[src/ssoe_pkg.sv]
package ssoe_pkg;

  // width of the data pins, parity lanes included
  localparam int SSOE_DATA_W = 36;

  // one-hot select states
  localparam logic [2:0] SSOE_CODE_DESEL = 3'h1;
  localparam logic [2:0] SSOE_CODE_EMERGE = 3'h2;
  localparam logic [2:0] SSOE_CODE_ACTIVE = 3'h4;

  typedef enum logic [2:0] {
    SSOE_DESEL = SSOE_CODE_DESEL,
    SSOE_EMERGE = SSOE_CODE_EMERGE,
    SSOE_ACTIVE = SSOE_CODE_ACTIVE
  } ssoe_sel_e;

  // chip select group as it arrives from the controller
  typedef struct packed {
    logic first_n;
    logic second_hi;
    logic third_n;
  } ssoe_csel_s;

  // whole state of the select and output control block
  typedef struct packed {
    ssoe_sel_e fsm;
    logic sel;
    logic wr_issue;
    logic wr_phase;
    logic permit;
    logic [SSOE_DATA_W-1:0] rd_data;
    logic [SSOE_DATA_W-1:0] wr_data;
    logic wr_valid;
  } ssoe_state_s;

  localparam ssoe_state_s SSOE_STATE_RESET = '{
    fsm: SSOE_DESEL,
    sel: 1'b0,
    wr_issue: 1'b0,
    wr_phase: 1'b0,
    permit: 1'b0,
    rd_data: '0,
    wr_data: '0,
    wr_valid: 1'b0
  };

endpackage

[src/ssoe_top.sv]
module ssoe_top
  import ssoe_pkg::*;
(
  input wire logic ref_clk,
  input wire logic reset_n,
  input wire logic chip_select_first_n,
  input wire logic chip_select_second_hi,
  input wire logic chip_select_third_n,
  input wire logic clock_qualify_n,
  input wire logic write_enable_n,
  input wire logic output_enable_n,
  input wire logic [SSOE_DATA_W-1:0] read_data,
  input wire logic [SSOE_DATA_W-1:0] data_in,
  output logic [SSOE_DATA_W-1:0] data_out,
  output logic data_oe,
  output logic selected,
  output logic write_phase,
  output logic [SSOE_DATA_W-1:0] write_data,
  output logic write_data_valid
);

  ssoe_state_s state_reg;
  ssoe_state_s state_next;
  ssoe_csel_s csel;
  logic all_active;
  logic edge_ok;

  // group the chip selects and test their active levels
  assign csel.first_n = chip_select_first_n;
  assign csel.second_hi = chip_select_second_hi;
  assign csel.third_n = chip_select_third_n;
  assign all_active = ~csel.first_n & csel.second_hi & ~csel.third_n;
  assign edge_ok = ~clock_qualify_n;

  // next state: on an edge the clock qualifier masks only the write data valid flag clears
  always_comb begin
    state_next = state_reg;
    state_next.wr_valid = 1'b0;
    if (edge_ok) begin
      state_next.sel = all_active;
      // select sequencing through the emerging cycle
      case (state_reg.fsm)
        SSOE_DESEL: begin
          if (all_active) begin
            state_next.fsm = SSOE_EMERGE;
          end else begin
            state_next.fsm = SSOE_DESEL;
          end
        end
        SSOE_EMERGE: begin
          if (all_active) begin
            state_next.fsm = SSOE_ACTIVE;
          end else begin
            state_next.fsm = SSOE_DESEL;
          end
        end
        SSOE_ACTIVE: begin
          if (all_active) begin
            state_next.fsm = SSOE_ACTIVE;
          end else begin
            state_next.fsm = SSOE_DESEL;
          end
        end
        default: begin
          state_next.fsm = SSOE_DESEL;
        end
      endcase
      // write issue then data phase one qualified edge later
      state_next.wr_issue = all_active & ~write_enable_n;
      state_next.wr_phase = state_reg.wr_issue;
      // drivers may only turn on once settled and outside a write data phase
      state_next.permit = all_active
                          & (state_reg.fsm != SSOE_DESEL)
                          & ~state_reg.wr_issue;
      // read data is registered toward the pins
      state_next.rd_data = read_data;
      // write data is taken from the pins during the data phase
      if (state_reg.wr_issue) begin
        state_next.wr_data = data_in;
        state_next.wr_valid = 1'b1;
      end
    end
  end

  // single register bank, synchronous reset
  always_ff @(posedge ref_clk) begin
    if (!reset_n) begin
      state_reg <= SSOE_STATE_RESET;
    end else begin
      state_reg <= state_next;
    end
  end

  // output enable gates the driver without waiting for a clock
  assign data_oe = state_reg.permit & ~output_enable_n;

  // outputs taken from the state register
  assign data_out = state_reg.rd_data;
  assign selected = state_reg.sel;
  assign write_phase = state_reg.wr_phase;
  assign write_data = state_reg.wr_data;
  assign write_data_valid = state_reg.wr_valid;

  // checks on select sampling and driver control
  property p_first_low;
    @(posedge ref_clk) disable iff (!reset_n)
      (edge_ok && chip_select_first_n) |=> !selected;
  endproperty
  a_first_low: assert property (p_first_low)
    else $error("first select high did not deselect");

  property p_second_high;
    @(posedge ref_clk) disable iff (!reset_n)
      (edge_ok && !chip_select_second_hi) |=> !selected;
  endproperty
  a_second_high: assert property (p_second_high)
    else $error("second select low did not deselect");

  property p_third_low;
    @(posedge ref_clk) disable iff (!reset_n)
      (edge_ok && chip_select_third_n) |=> !selected;
  endproperty
  a_third_low: assert property (p_third_low)
    else $error("third select high did not deselect");

  property p_all_select;
    @(posedge ref_clk) disable iff (!reset_n)
      (edge_ok && all_active) |=> (selected && state_reg.fsm != SSOE_DESEL);
  endproperty
  a_all_select: assert property (p_all_select)
    else $error("all selects active but device not selected");

  property p_oe_async;
    @(posedge ref_clk) disable iff (!reset_n)
      data_oe == (selected && state_reg.fsm == SSOE_ACTIVE && !write_phase && !output_enable_n);
  endproperty
  a_oe_async: assert property (p_oe_async)
    else $error("driver enable not tied to output enable and permit");

  property p_read_drive;
    @(posedge ref_clk) disable iff (!reset_n)
      (edge_ok && all_active && state_reg.fsm == SSOE_ACTIVE && !state_reg.wr_issue)
      ##1 !output_enable_n |-> data_oe;
  endproperty
  a_read_drive: assert property (p_read_drive)
    else $error("settled read cycle did not drive");

  property p_oe_high;
    @(posedge ref_clk) disable iff (!reset_n)
      output_enable_n |-> !data_oe;
  endproperty
  a_oe_high: assert property (p_oe_high)
    else $error("driving while output enable high");

  property p_write_float;
    @(posedge ref_clk) disable iff (!reset_n)
      (edge_ok && state_reg.wr_issue) |=> (write_phase && !data_oe);
  endproperty
  a_write_float: assert property (p_write_float)
    else $error("driving during write data phase");

  property p_emerge_float;
    @(posedge ref_clk) disable iff (!reset_n)
      (edge_ok && state_reg.fsm == SSOE_DESEL && all_active) |=> (!data_oe && state_reg.fsm == SSOE_EMERGE);
  endproperty
  a_emerge_float: assert property (p_emerge_float)
    else $error("driving in first cycle after deselection");

  property p_desel_float;
    @(posedge ref_clk) disable iff (!reset_n)
      (!selected || state_reg.fsm == SSOE_DESEL) |-> !data_oe;
  endproperty
  a_desel_float: assert property (p_desel_float)
    else $error("driving while deselected");

  property p_hold;
    @(posedge ref_clk) disable iff (!reset_n)
      clock_qualify_n |=> ($stable(state_reg.fsm) && $stable(selected) && $stable(write_phase));
  endproperty
  a_hold: assert property (p_hold)
    else $error("state moved on a masked edge");

  // select state consistency, read against the pins rather than the permit bit
  property p_sel_agree;
    @(posedge ref_clk) disable iff (!reset_n)
      selected == (state_reg.fsm != SSOE_DESEL);
  endproperty
  a_sel_agree: assert property (p_sel_agree)
    else $error("select flag and select state disagree");

  property p_sel_onehot;
    @(posedge ref_clk) disable iff (!reset_n)
      $onehot(state_reg.fsm);
  endproperty
  a_sel_onehot: assert property (p_sel_onehot)
    else $error("select state is not one-hot");

  property p_desel_pins;
    @(posedge ref_clk) disable iff (!reset_n)
      (edge_ok && !all_active) |=> (!selected && !data_oe && !state_reg.wr_issue);
  endproperty
  a_desel_pins: assert property (p_desel_pins)
    else $error("inactive select sample left the device on the bus");

  // emerging from deselection: one floating cycle, then the drivers may turn on
  property p_emerge_pins;
    @(posedge ref_clk) disable iff (!reset_n)
      (edge_ok && !selected && all_active) |=> !data_oe;
  endproperty
  a_emerge_pins: assert property (p_emerge_pins)
    else $error("drove on the first cycle out of deselection");

  property p_emerge_next;
    @(posedge ref_clk) disable iff (!reset_n)
      (reset_n && edge_ok && state_reg.fsm == SSOE_EMERGE && all_active) |=> (state_reg.fsm == SSOE_ACTIVE);
  endproperty
  a_emerge_next: assert property (p_emerge_next)
    else $error("emerging cycle did not settle to active");

  property p_emerge_drive;
    @(posedge ref_clk) disable iff (!reset_n)
      (reset_n && edge_ok && state_reg.fsm == SSOE_EMERGE && all_active && !state_reg.wr_issue)
      ##1 !output_enable_n |-> data_oe;
  endproperty
  a_emerge_drive: assert property (p_emerge_drive)
    else $error("second selected cycle did not drive");

  property p_read_data;
    @(posedge ref_clk) disable iff (!reset_n)
      (reset_n && edge_ok) |=> (data_out == $past(read_data));
  endproperty
  a_read_data: assert property (p_read_data)
    else $error("read data not presented after a qualified edge");

  // write sequence traced from the pins into the data phase
  property p_issue_pins;
    @(posedge ref_clk) disable iff (!reset_n)
      (reset_n && edge_ok && all_active && !write_enable_n) |=> state_reg.wr_issue;
  endproperty
  a_issue_pins: assert property (p_issue_pins)
    else $error("selected write was not issued");

  property p_write_pins;
    @(posedge ref_clk) disable iff (!reset_n)
      (reset_n && edge_ok && all_active && !write_enable_n) ##1 edge_ok |=> (write_phase && !data_oe);
  endproperty
  a_write_pins: assert property (p_write_pins)
    else $error("write data phase did not float the drivers");

  property p_capture;
    @(posedge ref_clk) disable iff (!reset_n)
      (reset_n && edge_ok && state_reg.wr_issue) |=> (write_data_valid && write_data == $past(data_in));
  endproperty
  a_capture: assert property (p_capture)
    else $error("write data not taken from the pins in the data phase");

  property p_valid_issue;
    @(posedge ref_clk) disable iff (!reset_n)
      (edge_ok && !state_reg.wr_issue) |=> !write_data_valid;
  endproperty
  a_valid_issue: assert property (p_valid_issue)
    else $error("write data valid without an issued write");

  property p_phase_end;
    @(posedge ref_clk) disable iff (!reset_n)
      (reset_n && edge_ok && state_reg.wr_issue && !(all_active && !write_enable_n))
      ##1 edge_ok |=> !write_phase;
  endproperty
  a_phase_end: assert property (p_phase_end)
    else $error("write data phase outlived its write");

  // masked edges keep every registered output except write data valid, which clears
  property p_masked_valid;
    @(posedge ref_clk) disable iff (!reset_n)
      clock_qualify_n |=> !write_data_valid;
  endproperty
  a_masked_valid: assert property (p_masked_valid)
    else $error("write data valid raised on a masked edge");

  property p_masked_data;
    @(posedge ref_clk) disable iff (!reset_n)
      (reset_n && clock_qualify_n) |=> ($stable(data_out) && $stable(write_data) && $stable(state_reg.permit));
  endproperty
  a_masked_data: assert property (p_masked_data)
    else $error("data or driver permission moved on a masked edge");

  // reset leaves the device deselected and off the bus
  property p_reset_idle;
    @(posedge ref_clk)
      !reset_n |=> (!selected && !write_phase && !write_data_valid && !data_oe);
  endproperty
  a_reset_idle: assert property (p_reset_idle)
    else $error("device not idle after reset");

endmodule

[config.mk]
export PLATFORM = sky130hd
export DESIGN_NAME = ssoe_top
export DESIGN_NICKNAME = d
export VERILOG_FILES = /design/src/ssoe_pkg.sv /design/src/ssoe_top.sv
export SDC_FILE = /design/constraint.sdc
export NUM_CORES = 1
export LEC_CHECK = 0
export ABC_CLOCK_PERIOD_IN_PS = 4770
export BUFFER_PORTS_ARGS = -buffer_cell sky130_fd_sc_hd__buf_4
export CAP_MARGIN = 20
export CORE_MARGIN = 1.5
export CORE_UTILIZATION = 30
export CTS_BUF_LIST = sky130_fd_sc_hd__clkbuf_8
export CTS_CLUSTER_SIZE = 14
export DETAILED_ROUTE_END_ITERATION = 10
export GPL_ROUTABILITY_DRIVEN = 1
export PLACE_DENSITY = 0.65
export SYNTH_ARGS = -nofsm -noshare
export SYNTH_HDL_FRONTEND = slang
export SYNTH_SLANG_ARGS = --single-unit
[constraint.sdc]
create_clock -name ref_clk -period 4.77 [get_ports ref_clk]
set_input_delay 0.477 -clock ref_clk [delete_from_list [all_inputs] [get_ports ref_clk]]
set_output_delay 0.477 -clock ref_clk [all_outputs]
set_load 0.01 [all_outputs]
==> impl_metrics.toml, run 1 <==
[power]
p_leak_uw = 0.00196
power_density_nw_per_um2 = 325
internal_power_uw = 1070
clock_power_share_pct = 39.9
ir_worst_vdd_mv = 0.117
p_comb_share_pct = 10.2
swShare_pct = 23.4
p_sw_uw = 328
p_seq_share_pct = 49.9

[yosys]
synth_cells = 382
synth_warnings = 0
synth_commonest_cells = "80 x dfxtp_1, 76 x nand2_1, 72 x buf_4"
syn_area_per_cell_um2 = 8.78
synthFlopType = "dfxtp_1"
ys_ff_latch = 80
synthTopCellsByArea = "dfxtp_1 48%, buf_4 16%, mux2i_1 11%"
netlist-cell-type-count = 23
synth_most_common_cell = "dfxtp_1"
syn_area_um2 = 3350
yosysTopAreaCell = "dfxtp_1"
synth-edff-count = 0
synth_top_area_share_pct = 47.8
async_flop_share_pct = 0
ys_seq_area_share_pct = 47.8
synthesis.nets = 462

[cts]
postCtsSetupBuffers = 0
cts-buffers-inserted = 9
cts_tree = "done"
path_clk_slew_ns = 0.09
cts_root_buffer = "clkbuf_8"
htree_levels = 3
clk_latency_ns = 0.34
cts_hold_buffers = 0
post_cts_resized = 0
cts_num_sinks = 80
clockBufferDepth = 2

[setup_path]
required_ns = 5.05
reg2reg_setup_slack_ns = 3.55
end_kind = "flop"
rr_startpoint = "state_reg[78]"
critPathKind = "primary input to flop"
critPathArrivalTime_ns = 2.15
crit_path_max_fanout = 46
start_kind = "primary input"
r2r_end = "state_reg[79]"
reg2reg_depth = 3

[final_layout]
area_growth_syn_to_layout_pct = 28.5
drive_gt1_share_pct = 38.5
instances_no_fill = 602
final_area_um2 = 4310
nNetsFinal = 537
n_antenna_cell = 0

[outcome]
run_status = "completed"

[global_route]
antenna_found_initial = 0
grtUsageMet1_pct = 13.5
use_met2_pct = 19.2
met3_usage_pct = 4.18
grtUsageTotal_pct = 11.6
gr-max-usage-layer = "met2"
grt_max_degree = 73
grt_pass1_wl_mm = 10.7
grt-ovfl-total = 0
grt_pass1_vias = 2352

[timing]
fmax_ghz = 0.536
fin_setup_tns_ns = 0
worst_slack_ns = 2.90
min_period_ns = 1.87
period_share_pct = 39.1
rsz0062_at_grt = "false"
drv_slew = 0
finalHoldViolations = 0
setup_viol = 0
finalClockSkew_ns = 0.0114
slew_headroom_pct = 49.3
tightestPinTransition_ns = 0.761

[routing]
wl_per_cell_um = 11.4
routed_wl_mm = 6.85
drt_iter0_drc = 122
drc = 0
detail-route-antenna-nets = 0
num_vias = 2542
first_pass_iters = 3
vias_per_cell = 4.22

[worst_hold_path]
min_to = "data_out[7]"
min-delay-start = "read_data[7]"
min_path_cells = 3
holdCritPathClass = "primary input to flop"

[die]
core-area_um2 = 10900
die_area_um2 = 11800
die_w_um = 109
io-pin-count = 156
die_h_um = 109
rows = 38
start_util_pct = 30.8

[placement]
dp.cells = 586
io_buffers = 155
finalWeightedCongestion = 0.664
pre_cts_ws_ns = 2.53
post-dp-hpwl_mm = 4.71
dpl_cell_area_um2 = 4090

[run]
cap_violations = 0
==> critical path, stage by stage <==
cell	delay, ns
buf_4	0.31
or4b_1	0.71
or4b_1	0.50
a21oi_1	0.13
==> layout by cell type, fill, tap and decap left out <==
cell / synthesis / routed
bufinv_16: 0 / 2
nand2b_1: 2 / 2
dfxtp_1: 80 / 80
and2_1: 1 / 1
nand2_1: 76 / 76
a21oi_1: 41 / 41
nor2b_1: 2 / 1
buf_4: 72 / 158
or3b_2: 2 / 2
xnor2_1: 1 / 1
nor3b_1: 1 / 1
o21a_1: 1 / 1
nand3_1: 1 / 1
nor2_1: 38 / 38
clkbuf_8: 0 / 9
inv_2: 0 / 1
a2bb2oi_1: 1 / 1
or4b_1: 2 / 2
o211ai_1: 1 / 1
inv_6: 0 / 3
mux2i_1: 36 / 36
o41ai_1: 1 / 1
clkinvlp_4: 0 / 2
nor2b_2: 0 / 1
==> area by class of cell <==
cell class	instances	area [µm²]
repair buffers	158	1190
clock buffers	9	124
clock inverters	7	101
fillers	1091	6580
flip-flops and latches	80	1600
inverters	1	3.75
well taps	140	175
multi-input cells	207	1120
==> worst max path at each step <==
| stage | slack, ns | startpoint | end |
|---|---|---|---|
| floorplan | 2.90 | clock_qualify_n | state_reg[78] |
| global route | 2.85 | clock_qualify_n | state_reg[78] |
| CTS | 2.92 | clock_qualify_n | state_reg[78] |
| detailed placement | 2.53 | clock_qualify_n | state_reg[78] |
| finish | 2.90 | clock_qualify_n | state_reg[78] |
| global placement | 2.58 | clock_qualify_n | state_reg[78] |
==> cells by family (layout without fill, tap and decap cells) <==
family | after synthesis | in the layout | share of synthesized area (%)
AND/OR/NAND/NOR | 125 | 125 | 15.2
buffers and inverters | 95 | 175 | 19.0
flip-flops | 80 | 80 | 47.8
AO/OA/AOI/OAI | 45 | 45 | 7.09
multiplexers | 36 | 36 | 10.7
XOR/XNOR | 1 | 1 | 0.261
==> per-layer routing <==
layer,wire length (µm),vias up
met5,0,-
met2,3110,106
met1,3020,1123
met4,95,0
li1,-,1304
met3,625,9
==> power by group through the flow <==
stage / registers [µW] / clock network (µW) / logic [µW]
4_1_cts: 700 / 585 / 145
3_3_place_gp: 714 / 0 / 143
2_1_floorplan: 712 / 0 / 85.6
3_5_place_dp: 714 / 0 / 145
6_report: 699 / 559 / 143
5_1_grt: 703 / 620 / 156
==> stage by stage <==
step	power [µW]	hold WS [ns]	util [%]
CTS	1430	0.330	39.6
floorplan	797	0.437	-
detailed placement	860	0.448	37.5
global route	1480	0.323	39.6
finish	1400	0.353	39.6
global placement	857	0.442	37.5
(Power assumes the default switching activity.)
==> run 2, diff against run 1 <==
Settings changed: ABC_AREA set to 1, ABC_CLOCK_PERIOD_IN_PS 4770 to 1900, PLACE_DENSITY 0.65 to 0.64.
Clock period 4.77 ns to 1.9 ns, I/O delays scaled along.
==> impl_metrics.toml, run 2 <==
[outcome]
run_status = "completed"

[setup_path]
slowest_stage = "buf_4"
critPathMostFrequentCell = "nor2_1"
critPathArrivalTime_ns = 1.59
crit_chain = "inv_1 -> nor2_8 -> inv_2 -> buf_4 -> nor2_1 -> nor2_1"
cpPeakStageDelay_ns = 0.37
crit_path_max_fanout = 31
r2r_end = "write_data[23]"
start_kind = "flop"
critPathTopFamily = "buffers and inverters"
required_ns = 2.18
end_kind = "flop"
critPathKind = "flop to flop"
reg2reg_depth = 6
crit_buf_inv = 3
rr_startpoint = "state_reg[75]"
reg2reg_setup_slack_ns = 0.59

[global_route]
grtUsageTotal_pct = 12.8
grt_max_degree = 68
grt-ovfl-total = 0
antenna_found_initial = 0
grt_pass1_wl_mm = 11.7
grt_pass1_vias = 2618

[yosys]
synthTopCellsByArea = "dfxtp_1 47%, buf_4 17%, nor2_1 16%"
synth_cells = 430
syn_area_um2 = 3380
async_flop_share_pct = 0
netlist-cell-type-count = 17
synth_simple_gate_area_share_pct = 19.9
yosysTopAreaCell = "dfxtp_1"
synth_compound_area_share_pct = 11.7
synthMuxAreaShare_pct = 0
ys_seq_area_share_pct = 47.4
synth_top_area_share_pct = 47.4
synthAdderAreaFrac_pct = 0
synthFlopType = "dfxtp_1"
synthesis.nets = 510
synth_top_family_by_area = "buffers and inverters"
ys_ff_latch = 80
synth-edff-count = 0
synth_commonest_cells = "141 x nor2_1, 80 x dfxtp_1, 75 x buf_4"
synth_most_common_cell = "nor2_1"
synthXorXnorAreaFrac_pct = 0
synth_warnings = 0
syn_area_per_cell_um2 = 7.87

[timing]
finalClockSkew_ns = 0.00507
slew_headroom_pct = 61.9
min_period_ns = 1.31
period_share_pct = 69.0
fmax_ghz = 0.763
setup_viol = 0
rsz0062_at_grt = "false"
finalHoldViolations = 0
fin_setup_tns_ns = 0
tightestPinTransition_ns = 0.571
drv_slew = 0

[cts]
cts_tree = "done"
clk_latency_ns = 0.34
cts-buffers-inserted = 9
path_clk_slew_ns = 0.07
cts_root_buffer = "clkbuf_8"
post_cts_resized = 0
htree_levels = 3
clockBufferDepth = 2
cts_hold_buffers = 0
postCtsSetupBuffers = 0
cts_num_sinks = 80

[worst_hold_path]
min_to = "write_data[22]"
holdCritPathClass = "primary input to flop"
min_path_cells = 3
min-delay-start = "data_in[22]"

[routing]
num_vias = 2780
drc = 0
first_pass_iters = 4
vias_per_cell = 4.28
wl_per_cell_um = 11.8
detail-route-antenna-nets = 0
drt_iter0_drc = 117
routed_wl_mm = 7.63

[power]
p_leak_uw = 0.00209
p_sw_uw = 755
p_comb_share_pct = 12.0
p_seq_share_pct = 54.8
power_density_nw_per_um2 = 761
power.total_uw = 3230
swShare_pct = 23.4
ir_worst_vdd_mv = 0.403
clock_power_share_pct = 33.1
internal_power_uw = 2480

[die]
start_util_pct = 30.9
io-pin-count = 156
core-area_um2 = 10900
die_w_um = 109
die_h_um = 109
rows = 38
die_area_um2 = 11900

[final_layout]
area_growth_syn_to_layout_pct = 25.5
n_antenna_cell = 0
nNetsFinal = 585
final_cell_mix = "160 x buf_4, 141 x nor2_1, 80 x dfxtp_1, 72 x o21ai_0, 12 x nand2_1"
drive_gt1_share_pct = 36.1
layout_commonest_cell = "buf_4"
fin_util_pct = 38.8

[placement]
finalWeightedCongestion = 0.699
post-dp-hpwl_mm = 5.32
io_buffers = 155

[run]
cap_violations = 0
## run 2: final cells by class
type | instances | area, µm²
well taps | 140 | 175
fillers | 1172 | 6690
inverters | 9 | 33.8
clock buffers | 11 | 151
repair buffers | 160 | 1200
multi-input cells | 245 | 1070
clock inverters | 4 | 15.0
flip-flops and latches | 80 | 1600
## run 2: kinds of logic (layout without fill, tap and decap cells)
logic type	count (synthesis)	count (layout)
AOI/OAI and AO/OA	78	78
DFF	80	80
and+or+nand+nor	167	167
buffers and inverters	105	184
## run 2: routing by layer
layer | GRT usage (%) | up-vias | routed length [µm]
li1 | - | 1422 | -
met1 | 13.1 | 1243 | 3150
met2 | 23.4 | 106 | 3750
met3 | 5.62 | 9 | 647
met4 | 3.62 | 0 | 74
met5 | 0 | - | 0
## run 2: worst max path at each step
stage,startpoint,depth (start not counted),to
4_1_cts,state_reg[75],6,write_data[23]
3_5_place_dp,state_reg[75],6,write_data[23]
2_1_floorplan,state_reg[75],7,write_data[27]
6_report,state_reg[75],6,write_data[23]
3_3_place_gp,state_reg[75],6,write_data[0]
5_1_grt,state_reg[75],6,write_data[20]
## run 2: metrics by stage
stage / cells / cell area [µm²] / hold slack, ns / worst slack (ns)
2_1_floorplan: 430 / 3380 / 0.318 / 0.849
3_3_place_gp: 634 / 4080 / 0.410 / 0.648
3_5_place_dp: 634 / 4080 / 0.419 / 0.583
4_1_cts: 649 / 4240 / 0.0419 / 0.566
5_1_grt: 649 / 4240 / 0.0380 / 0.463
6_report: 649 / 4240 / 0.0671 / 0.589
## run 2: worst register-to-register path: stages, from the launching register on
cell and delay, ns:
dfxtp_1 0.31, inv_1 0.15, nor2_8 0.04, inv_2 0.15, buf_4 0.37, nor2_1 0.10
nor2_1 0.12
## run 2: power groups by stage
stage / Clock [µW] / Sequential [µW] / Combinational, µW
floorplan: 0 / 1800 / 239
global placement: 0 / 1810 / 390
detailed placement: 0 / 1810 / 395
CTS: 1130 / 1770 / 395
global route: 1220 / 1780 / 432
finish: 1070 / 1770 / 389
==> run 3, diff against run 2 <==
Settings changed: ABC_AREA 1 to 0, ABC_CLOCK_PERIOD_IN_PS 1900 to 1100, PLACE_DENSITY 0.64 to 0.67.
Clock period 1.9 ns to 1.1 ns, I/O delays scaled along.
==> impl_metrics.toml, run 3 (synthesized netlist as in run 1, its figures left out) <==
[worst_hold_path]
min_to = "state_reg[75]"
min_path_cells = 3
holdCritPathClass = "primary input to flop"
min-delay-start = "write_enable_n"

[timing]
whs_ns = 0.0789
period_share_pct = 96.6
slew_headroom_pct = 66.4
fmax_ghz = 0.941
finalClockSkew_ns = 0.00411
setup_viol = 0
rsz0062_at_grt = "true"
drv_slew = 0
finalHoldViolations = 0
min_period_ns = 1.06
fin_setup_tns_ns = 0
tightestPinTransition_ns = 0.504

[power]
p_seq_share_pct = 49.9
p_sw_uw = 1390
p_leak_uw = 0.00236
p_comb_share_pct = 14.4
clock_power_share_pct = 35.7
power.total_uw = 6070
ir_worst_vdd_mv = 0.767
internal_power_uw = 4690
swShare_pct = 22.8
power_density_nw_per_um2 = 1160

[cts]
path_clk_slew_ns = 0.08
clk_latency_ns = 0.36
cts_num_sinks = 80
cts_root_buffer = "clkbuf_8"
htree_levels = 3
clockBufferDepth = 2
cts_tree = "done"
cts-buffers-inserted = 9

[routing]
drt_iter0_drc = 130
num_vias = 2972
first_pass_iters = 4
wl_per_cell_um = 12.7
detail-route-antenna-nets = 0
drc = 0
routed_wl_mm = 8.76
vias_per_cell = 4.32

[placement]
finalWeightedCongestion = 0.674
post-dp-hpwl_mm = 5.05
dp.cells = 592
dpl_cell_area_um2 = 4170
io_buffers = 155

[global_route]
grtUsageTotal_pct = 13.8
grt-ovfl-total = 0
grt_max_degree = 60
grt_pass1_vias = 2860
grt_pass1_wl_mm = 12.6
antenna_found_initial = 0

[final_layout]
instances_no_fill = 688
fill_cells = 981
layout_commonest_cell = "buf_4"
final_cell_mix = "163 x buf_4, 76 x nand2_1, 75 x dfxtp_1, 73 x dlygate4sd3_1, 38 x nor2_1"
multi_input_area_um2 = 1150
regArea_um2 = 1620
drive_gt1_share_pct = 36.3
area_growth_syn_to_layout_pct = 56.8
nNetsFinal = 623
n_antenna_cell = 0
final_area_um2 = 5260

[setup_path]
critPathKind = "primary input to flop"
start_kind = "primary input"
r2r_end = "state_reg[78]"
crit_path_max_fanout = 2
rr_startpoint = "state_reg[79]"
end_kind = "flop"
startpoint = "clock_qualify_n"
reg2reg_depth = 2
critPathArrivalTime_ns = 1.36
cpPeakStageDelay_ns = 0.53
slowest_stage = "or4b_1"
required_ns = 1.39
reg2reg_setup_slack_ns = 0.04
crit_chain = "buf_4 -> or4b_1 -> or4b_1 -> a21oi_1"
critPathMostFrequentCell = "or4b_1"

[die]
die_area_um2 = 11800
die_w_um = 109
core-area_um2 = 10900
die_h_um = 109
rows = 38
start_util_pct = 30.8
io-pin-count = 156

[outcome]
run_status = "completed"

[run]
cap_violations = 0
run 3: changes by cell type in the layout (fill, tap and decap cells not counted), moves of 3 or more:
| cell | previous run | this run |
|---|---|---|
| dfxtp_4 | 0 | 3 |
| nor2_1 | 141 | 38 |
| mux2i_1 | 0 | 36 |
| dfxtp_1 | 80 | 75 |
| buf_4 | 160 | 163 |
| inv_1 | 11 | 3 |
| a21oi_1 | 5 | 36 |
| o21ai_0 | 72 | 0 |
| a21oi_2 | 1 | 5 |
| nor2_2 | 9 | 0 |
| buf_12 | 0 | 4 |
| dlygate4sd3_1 | 0 | 73 |
| nand2_1 | 12 | 76 |
run 3: layout make-up:
type / instances / area share, %
Clock buffer: 11 / 2.88
Clock inverter: 5 / 0.928
Inverter: 1 / 0.0714
Multi-Input combinational cell: 207 / 22.0
Sequential cell: 80 / 30.7
Tap cell: 140 / 3.33
Timing Repair Buffer: 244 / 40.1
run 3: routing by layer:
layer  up-vias  wire length [µm]  track usage, %
li1       1475                 -               -
met1      1370              3560            13.7
met2       112              4370            25.1
met3        15               646            5.62
met4         0               180            6.67
met5         -                 0               0
run 3: critical path, delay by kind of cell:
family / cells / cell delay [ns]
AOI/OAI and AO/OA: 1 / 0.12
buffers and inverters: 1 / 0.12
and+or+nand+nor: 2 / 1.00
run 3: power by group through the flow:
stage | sequential (µW) | clock [µW] | combinational [µW]
global route | 3040 | 2350 | 941
finish | 3030 | 2170 | 874
global placement | 3100 | 0 | 640
floorplan | 3090 | 0 | 373
detailed placement | 3100 | 0 | 650
CTS | 3030 | 2250 | 859
run 3: stage by stage:
step | worst slack [ns] | utilization [%]
detailed placement | -0.330 | 38.3
CTS | 0.00769 | 47.1
floorplan | -0.400 | -
global placement | -0.349 | 38.3
finish | 0.0371 | 48.3
global route | -0.00873 | 48.3
run 3: how the worst max path moves through the flow:
stage	to	slack, ns
2_1_floorplan	state_reg[78]	-0.40
3_3_place_gp	state_reg[78]	-0.35
3_5_place_dp	state_reg[78]	-0.33
4_1_cts	data_oe	0.008
5_1_grt	state_reg[79]	-0.009
6_report	state_reg[78]	0.04
run 3: repair_timing:
action                                  4_1_cts  5_1_grt
hold buffers                                 73        0
pin swaps                                     1        1
setup buffers                                 2        1
gates resized for setup                       8       10
gates cloned                                  0        4
endpoints found under the setup margin        3       37
hold endpoints to repair                     74        0
